--- config.mk ---
export PLATFORM = sky130hd
export DESIGN_NAME = wdc_watchdog
export DESIGN_NICKNAME = d
export VERILOG_FILES = /design/src/wdc_pkg.sv /design/src/wdc_counter.sv /design/src/wdc_watchdog.sv
export SDC_FILE = /design/constraint.sdc
export NUM_CORES = 1
export LEC_CHECK = 0
export ABC_AREA = 0
export BUFFER_PORTS_ARGS = -buffer_cell sky130_fd_sc_hd__buf_4
export CAP_MARGIN = 20
export CORE_ASPECT_RATIO = 0.6
export CORE_MARGIN = 10
export CORE_UTILIZATION = 57
export CTS_CLUSTER_DIAMETER = 40
export CTS_CLUSTER_SIZE = 20
export DETAILED_ROUTE_END_ITERATION = 12
export GPL_ROUTABILITY_DRIVEN = 0
export PLACE_DENSITY = 0.86
export SYNTH_ARGS = -nofsm -noshare
export SYNTH_HDL_FRONTEND = slang
export SYNTH_SLANG_ARGS = --single-unit
--- constraint.sdc ---
create_clock -name clk -period 7.6 [get_ports clk]
set_clock_uncertainty 0.2 [all_clocks]
set_input_delay 0 -clock clk [delete_from_list [all_inputs] [get_ports clk]]
set_output_delay 0 -clock clk [all_outputs]
set_load 0.03 [all_outputs]
--- src/wdc_pkg.sv ---
// constants and types shared by the watchdog control block
package wdc_pkg;
   // ==========================================================
   // register map, byte addresses on the avalon slave
   localparam logic [4:0] WDC_ADDR_CTRL   = 5'h00;
   localparam logic [4:0] WDC_ADDR_STATUS = 5'h04;
   localparam logic [4:0] WDC_ADDR_MASK   = 5'h08;
   localparam logic [4:0] WDC_ADDR_CMD    = 5'h0C;

   // ==========================================================
   // control/status field positions
   localparam int WDC_BIT_FLAG   = 7;
   localparam int WDC_BIT_IE     = 6;
   localparam int WDC_BIT_PER3   = 5;
   localparam int WDC_BIT_UNLOCK = 4;
   localparam int WDC_BIT_SRE    = 3;
   localparam int WDC_PER_LO_MSB = 2;

   // interrupt status / mask bits
   localparam int WDC_EV_TIMEOUT = 0;
   localparam int WDC_EV_RESET   = 1;
   localparam int WDC_EV_W       = 2;

   // command register bits
   localparam int WDC_CMD_RESTART = 0;
   localparam int WDC_CMD_VECTOR  = 1;

   // ==========================================================
   // reset values
   localparam logic [3:0]        WDC_PER_RST = 4'h0;
   localparam logic              WDC_SRE_RST = 1'b0;
   localparam logic [WDC_EV_W-1:0] WDC_EV_RST = 2'h0;

   // ==========================================================
   // timing
   localparam int          WDC_CLK_HZ        = 25000000;
   localparam int          WDC_OSC_HZ        = 128000;
   localparam int          WDC_UNLOCK_CYCLES = 4;
   localparam logic [2:0]  WDC_UNLOCK_LOAD   = 3'(WDC_UNLOCK_CYCLES);
   localparam int          WDC_BASE_SHIFT    = 11;
   localparam logic [3:0]  WDC_MAX_CODE      = 4'h9;
   localparam int          WDC_CNT_W         = 20;

   // ==========================================================
   // bus answer state
   typedef enum logic {
      WDC_BUS_IDLE = 1'b0,
      WDC_BUS_ACK  = 1'b1
   } wdc_bus_state_t;
endpackage

--- src/wdc_counter.sv ---
// watchdog oscillator tick synchroniser and time-out counter
`timescale 1ns/1ps
module wdc_counter
   import wdc_pkg::*;
#(
   parameter int CNT_W      = WDC_CNT_W,
   parameter int BASE_SHIFT = WDC_BASE_SHIFT
) (
   // clock and reset
   input  wire logic       clk,
   input  wire logic       resetn,
   // oscillator and control
   input  wire logic       osc_in,
   input  wire logic       run,
   input  wire logic       restart,
   input  wire logic [3:0] period_code,
   // event
   output logic            timeout
);
   // ==========================================================
   // parameter check
   generate
      if (CNT_W != BASE_SHIFT + int'(WDC_MAX_CODE)) begin : g_bad
         $error("counter width does not fit the longest period");
      end
   endgenerate

   // ==========================================================
   // tick crossing
   logic             sync_a;
   logic             sync_b;
   logic             sync_c;
   logic             tick;
   logic [CNT_W-1:0] count;
   logic [CNT_W-1:0] limit_m1;
   logic [3:0]       code;

   // oscillator runs unrelated to clk, only rising edges count
   always_ff @(posedge clk or negedge resetn) begin
      if (!resetn) begin
         sync_a <= 1'b0;
         sync_b <= 1'b0;
         sync_c <= 1'b0;
      end else begin
         sync_a <= osc_in;
         sync_b <= sync_a;
         sync_c <= sync_b;
      end
   end
   assign tick = sync_b & ~sync_c;

   // ==========================================================
   // period decode, reserved codes run as the longest
   assign code     = (period_code > WDC_MAX_CODE) ? WDC_MAX_CODE : period_code;
   assign limit_m1 = {CNT_W{1'b1}} >> (WDC_MAX_CODE - code);

   // ==========================================================
   // counter; compare is >= so a shorter period fires on the next tick
   always_ff @(posedge clk or negedge resetn) begin
      if (!resetn) begin
         count   <= '0;
         timeout <= 1'b0;
      end else begin
         timeout <= 1'b0;
         if (restart || !run) begin
            count <= '0;
         end else if (tick) begin
            if (count >= limit_m1) begin
               count   <= '0;
               timeout <= 1'b1;
            end else begin
               count <= count + 1'b1;
            end
         end
      end
   end
endmodule // wdc_counter

--- src/wdc_watchdog.sv ---
// watchdog timer control: register, protected change window, modes, bus slave
//
// Chosen here: the register addresses and the Avalon-MM register port.
`timescale 1ns/1ps
module wdc_watchdog
   import wdc_pkg::*;
#(
   parameter int CNT_W = WDC_CNT_W
) (
   // clock and reset
   input  wire logic        clk,
   input  wire logic        resetn,
   // avalon-mm slave
   input  wire logic [4:0]  address,
   input  wire logic        read,
   input  wire logic        write,
   input  wire logic [31:0] writedata,
   input  wire logic [3:0]  byteenable,
   output logic [31:0]      readdata,
   output logic             waitrequest,
   // system status
   input  wire logic        osc_in,
   input  wire logic        always_on_fuse,
   input  wire logic        watchdog_caused_reset_flag,
   input  wire logic        global_irq_enable,
   // requests out
   output logic             timeout_irq_request,
   output logic             system_reset_request,
   output logic             irq
);
   // ==========================================================
   // declarations
   wdc_bus_state_t      bus_state;
   wdc_bus_state_t      next_bus_state;
   logic                access;
   logic                commit;
   logic                wr_ctrl;
   logic                wr_status;
   logic                wr_mask;
   logic                wr_cmd;
   logic                timeout_irq_flag;
   logic                timeout_irq_enable;
   logic                system_reset_enable;
   logic [3:0]          timeout_period_select;
   logic                change_unlock_bit;
   logic [2:0]          unlock_count;
   logic                sre_eff;
   logic                ie_eff;
   logic                run;
   logic                timeout;
   logic                restart;
   logic                vector_ack;
   logic                ev_timeout;
   logic                ev_reset;
   logic [WDC_EV_W-1:0] ev_status;
   logic [WDC_EV_W-1:0] ev_mask;
   logic [WDC_EV_W-1:0] ev_set;
   logic [7:0]          ctrl_view;
   logic [7:0]          wd;
   logic [3:0]          wd_period;
   logic [31:0]         next_readdata;

   // ==========================================================
   // avalon slave: one wait state on every access
   assign access      = read | write;
   assign waitrequest = access & (bus_state == WDC_BUS_IDLE);
   assign commit      = access & (bus_state == WDC_BUS_ACK);

   always_comb begin
      next_bus_state = WDC_BUS_IDLE;
      unique case (bus_state)
         WDC_BUS_IDLE: next_bus_state = access ? WDC_BUS_ACK : WDC_BUS_IDLE;
         WDC_BUS_ACK:  next_bus_state = WDC_BUS_IDLE;
      endcase
   end

   always_ff @(posedge clk or negedge resetn) begin
      if (!resetn) begin
         bus_state <= WDC_BUS_IDLE;
      end else begin
         bus_state <= next_bus_state;
      end
   end

   // write strobes only in the cycle waitrequest is low
   assign wr_ctrl   = commit & write & byteenable[0] & (address == WDC_ADDR_CTRL);
   assign wr_status = commit & write & byteenable[0] & (address == WDC_ADDR_STATUS);
   assign wr_mask   = commit & write & byteenable[0] & (address == WDC_ADDR_MASK);
   assign wr_cmd    = commit & write & byteenable[0] & (address == WDC_ADDR_CMD);
   assign wd        = writedata[7:0];
   assign wd_period = {wd[WDC_BIT_PER3], wd[WDC_PER_LO_MSB:0]};

   assign restart    = wr_cmd & wd[WDC_CMD_RESTART];
   assign vector_ack = wr_cmd & wd[WDC_CMD_VECTOR];

   // ==========================================================
   // effective mode bits
   assign sre_eff = system_reset_enable | watchdog_caused_reset_flag
                  | always_on_fuse;
   assign ie_eff  = timeout_irq_enable & ~always_on_fuse;
   assign run     = sre_eff | ie_eff;

   // ==========================================================
   // control/status view, field layout
   always_comb begin
      ctrl_view                               = 8'h00;
      ctrl_view[WDC_BIT_FLAG]                 = timeout_irq_flag;
      ctrl_view[WDC_BIT_IE]                   = ie_eff;
      ctrl_view[WDC_BIT_PER3]                 = timeout_period_select[3];
      ctrl_view[WDC_BIT_UNLOCK]               = change_unlock_bit;
      ctrl_view[WDC_BIT_SRE]                  = sre_eff;
      ctrl_view[WDC_PER_LO_MSB:0]             = timeout_period_select[2:0];
   end

   // ==========================================================
   // read data, taken while waitrequest is high
   always_comb begin
      next_readdata = 32'h0000_0000;
      unique case (address)
         WDC_ADDR_CTRL:   next_readdata[7:0] = ctrl_view;
         WDC_ADDR_STATUS: next_readdata[WDC_EV_W-1:0] = ev_status;
         WDC_ADDR_MASK:   next_readdata[WDC_EV_W-1:0] = ev_mask;
         default:         next_readdata = 32'h0000_0000;
      endcase
   end

   always_ff @(posedge clk or negedge resetn) begin
      if (!resetn) begin
         readdata <= 32'h0000_0000;
      end else if (read && bus_state == WDC_BUS_IDLE) begin
         readdata <= next_readdata;
      end
   end

   // ==========================================================
   // change window: opened by unlock and reset-enable written together
   always_ff @(posedge clk or negedge resetn) begin
      if (!resetn) begin
         change_unlock_bit <= 1'b0;
         unlock_count      <= 3'h0;
      end else if (wr_ctrl && wd[WDC_BIT_UNLOCK] && wd[WDC_BIT_SRE]) begin
         change_unlock_bit <= 1'b1;
         unlock_count      <= WDC_UNLOCK_LOAD;
      end else if (wr_ctrl && change_unlock_bit) begin
         change_unlock_bit <= 1'b0;
         unlock_count      <= 3'h0;
      end else if (unlock_count > 3'h1) begin
         unlock_count <= unlock_count - 3'h1;
      end else begin
         change_unlock_bit <= 1'b0;
         unlock_count      <= 3'h0;
      end
   end

   // ==========================================================
   // reset enable and period; clearing or re-timing is protected
   always_ff @(posedge clk or negedge resetn) begin
      if (!resetn) begin
         system_reset_enable   <= WDC_SRE_RST;
         timeout_period_select <= WDC_PER_RST;
      end else if (wr_ctrl) begin
         if (change_unlock_bit && !wd[WDC_BIT_UNLOCK]) begin
            // reset flag still pins the bit on
            system_reset_enable   <= wd[WDC_BIT_SRE] | watchdog_caused_reset_flag;
            timeout_period_select <= wd_period;
         end else if (wd[WDC_BIT_SRE]) begin
            system_reset_enable <= 1'b1;
         end
      end
   end

   // ==========================================================
   // counter
   wdc_counter #(
      .CNT_W      (CNT_W),
      .BASE_SHIFT (WDC_BASE_SHIFT)
   ) u_counter (
      .clk         (clk),
      .resetn      (resetn),
      .osc_in      (osc_in),
      .run         (run),
      .restart     (restart),
      .period_code (timeout_period_select),
      .timeout     (timeout)
   );

   // ==========================================================
   // time-out action
   // combined mode: an unserviced flag at the next time-out means reset
   assign ev_timeout = timeout & ie_eff & ~(sre_eff & timeout_irq_flag);
   assign ev_reset   = timeout & sre_eff & (~ie_eff | timeout_irq_flag);

   always_ff @(posedge clk or negedge resetn) begin
      if (!resetn) begin
         system_reset_request <= 1'b0;
      end else begin
         system_reset_request <= ev_reset;
      end
   end

   // flag: set wins over vector or write-one clear
   always_ff @(posedge clk or negedge resetn) begin
      if (!resetn) begin
         timeout_irq_flag <= 1'b0;
      end else if (ev_timeout) begin
         timeout_irq_flag <= 1'b1;
      end else if (vector_ack || (wr_ctrl && wd[WDC_BIT_FLAG])) begin
         timeout_irq_flag <= 1'b0;
      end
   end

   // enable: the vector drops it in combined mode, leaving reset mode
   always_ff @(posedge clk or negedge resetn) begin
      if (!resetn) begin
         timeout_irq_enable <= 1'b0;
      end else if (wr_ctrl) begin
         timeout_irq_enable <= wd[WDC_BIT_IE];
      end else if (vector_ack && sre_eff) begin
         timeout_irq_enable <= 1'b0;
      end
   end

   assign timeout_irq_request = timeout_irq_flag & ie_eff & global_irq_enable;

   // ==========================================================
   // event status, write one to clear, set wins
   assign ev_set = {ev_reset, ev_timeout};

   always_ff @(posedge clk or negedge resetn) begin
      if (!resetn) begin
         ev_status <= WDC_EV_RST;
      end else begin
         ev_status <= ev_set | (ev_status & ~(wr_status ? wd[WDC_EV_W-1:0] : 2'h0));
      end
   end

   always_ff @(posedge clk or negedge resetn) begin
      if (!resetn) begin
         ev_mask <= WDC_EV_RST;
      end else if (wr_mask) begin
         ev_mask <= wd[WDC_EV_W-1:0];
      end
   end

   assign irq = |(ev_status & ev_mask);
endmodule // wdc_watchdog

==> results.json <==
{
  "status": "completed",
  "p_leak_nw": 1.75,
  "clkLatencyLatePin_ps": 310,
  "power.density_mw_per_mm2": 159,
  "first_pass_iters": 4,
  "worstPathMaxFanout": 16,
  "worstMarginPinSlew_ps": 954,
  "rsz0062_at_grt": "false",
  "end_kind": "flip-flop",
  "layout_common_cells": "49 x dfrtp_1, 35 x nand2_1, 33 x buf_4, 32 x nor2_1, 30 x dlygate4sd3_1",
  "tns_ps": 0,
  "cts.htree.levels": 2,
  "arrival_ps": 3640,
  "area_growth_pct": 19.8,
  "core_mm2": 0.00510,
  "startpoint": "timeout_period_select[3]$_DFFE_PN0P_",
  "grtUsageTotal": 0.180,
  "yosysWarningCount": 0,
  "postCtsResizedCells": 0,
  "startpoint_type": "flip-flop",
  "yosys_most_used_dff": "dfrtp_1",
  "io_pins": 85,
  "cts_setup_buffers": 0,
  "die_h_um": 76.6,
  "viasPerCell": 5.59,
  "hpwl_um": 5440,
  "fin_cells": 450,
  "maxCapViolations": 0,
  "finalHoldViolCount": 0,
  "cts_root_buffer": "clkbuf_8",
  "synth_area_per_cell_um2": 9.48,
  "dieWidth_um": 114,
  "cts_tree": "yes",
  "reg2reg_from": "timeout_period_select[3]$_DFFE_PN0P_",
  "synth_cell_type_count": 44,
  "grt_pass1_wl_um": 13100,
  "fmax_ghz": 0.277,
  "drive_gt1_frac": 0.149,
  "die_area_mm2": 0.00875,
  "num_rows": 20,
  "yosysTopAreaCell": "dfrtp_1",
  "layout.nets": 452,
  "synth.area.top_cells": "dfrtp_1 40%, ha_1 8.6%, buf_4 5.9%",
  "ys_seq_area_frac": 0.403,
  "wl_per_cell_um": 17.4,
  "maxSlewViolCount": 0,
  "grt_max_degree": 50,
  "final_common_cell": "dfrtp_1",
  "synth_edf_count": 0,
  "start_util": 0.596,
  "grt_pass1_vias": 2628,
  "synth-seq-cells": 49,
  "synthCells": 321,
  "cts.sinks": 49,
  "slew_headroom": 0.358,
  "vias": 2514,
  "cp_data_required_time_ps": 7630,
  "drc": 0,
  "ir_drop_uv": 124,
  "finalCritPeriodShare": 0.475,
  "drt-total-wl_um": 7840,
  "cts_buffers": 5,
  "cts_max_path_buffers": 2,
  "synth_top_area_share": 0.403,
  "path_clk_slew_ps": 100,
  "antenna_left": 0,
  "grt.overflow.total": 0,
  "async_flop_share": 1.00,
  "hold_class": "in2async",
  "dp_cells": 411,
  "drt_first_iter_violations": 193,
  "synth.cell_area_mm2": 0.00304,
  "finalSetupViolCount": 0,
  "crit_type": "reg2reg",
  "min_period_ps": 3610,
  "r2r_slack_ps": 3990,
  "antenna_found_initial": 1,
  "io_buffers": 33
}
-- cells by family after synthesis --
family / count (synthesis) / share of synthesized area
compound gates: 50 / 0.112
flops: 49 / 0.403
xor+xnor: 16 / 0.0461
mux: 7 / 0.0288
other cells: 1 / 0.00123
simple gates: 133 / 0.231
fa+ha+maj: 21 / 0.0864
buf+inv: 44 / 0.0917
-- worst max-delay path, stage by stage (launching register included) --
cell,delay [ps]
dfrtp_1,460
nor2b_1,240
inv_1,70
ha_1,220
inv_1,70
ha_1,330
o21ai_0,200
ha_1,330
a21o_1,190
a21oi_1,130
o221ai_1,180
nor3_4,480
o21bai_4,240
nor2_1,170
-- worst paths after layout --
path | to | depth (start not counted)
worst max-delay path | u_counter.count[12]$_DFFE_PN0P_ | 13
worst min-delay path | u_counter.count[8]$_DFFE_PN0P_ | 2
worst max register to register | u_counter.count[12]$_DFFE_PN0P_ | 13
worst min register to register | u_counter.sync_b$_DFF_PN0_ | 0
max in group asynchronous | timeout_period_select[0]$_DFFE_PN0P_ | 2
min in group clk | change_unlock_bit$_DFFE_PN0P_ | 4
-- synth_stat cells (all sizes together) (6+ instances only) --
master,n
dfrtp,49
nand2,35
nor2,32
buf,28
nand3,24
ha,21
o21ai,18
a21oi,12
inv,12
xor2,10
nand4,8
nor3,7
xnor2,6
-- flip-flops by register name, summed over array words and instances (netlist names) --
signal,count
u_counter.sync_b,1
u_counter.sync_c,1
bus_state,1
ev_mask,2
readdata,8
system_reset_enable,1
system_reset_request,1
u_counter.count,20
ev_status,2
timeout_irq_enable,1
u_counter.sync_a,1
change_unlock_bit,1
timeout_irq_flag,1
u_counter.timeout,1
unlock_count,3
timeout_period_select,4
-- per-layer routing --
metal	share of wire	GRT usage	vias to the layer above
met1	0.44	0.238	1212
met4	0.014	0.0599	0
met3	0.073	0.0480	12
met5	0	0	-
li1	-	-	1195
met2	0.47	0.278	95
-- cell type report --
class                      instances  area, um2
antenna                            1       2.50
clock buffer                       5       68.8
clock inverter                     3       47.5
fill                             376       1460
inverter                          12       45.0
multi-input combinational        251       1620
sequential                        49       1230
tap                               66       82.6
timing repair buffer              63        548
-- where the power goes --
part / total (W) / switching [W] / internal, W
registers: 0.000284 / 0.0000110 / 0.000273
clock network: 0.000195 / 0.0000945 / 0.000100
logic: 0.0000989 / 0.0000601 / 0.0000388
-- metrics by stage --
| step | hold WS [ps] | area, um2 | util | total power (W) | worst slack [ps] |
|---|---|---|---|---|---|
| global route | 118 | 3640 | 0.714 | 0.000600 | 3740 |
| detailed placement | -142 | 3220 | 0.632 | 0.000371 | 4080 |
| finish | 33.6 | 3640 | 0.714 | 0.000578 | 3990 |
| global placement | -144 | 3220 | 0.632 | 0.000366 | 4190 |
| CTS | 61.6 | 3640 | 0.713 | 0.000578 | 4010 |
| floorplan | -496 | 3130 | - | 0.000351 | 4380 |
-- repair_timing --
item,CTS,global route
hold buffers,30,0
endpoints found under the hold margin,77,0
endpoints found under the setup margin,0,0
(Power assumes the default switching activity.)
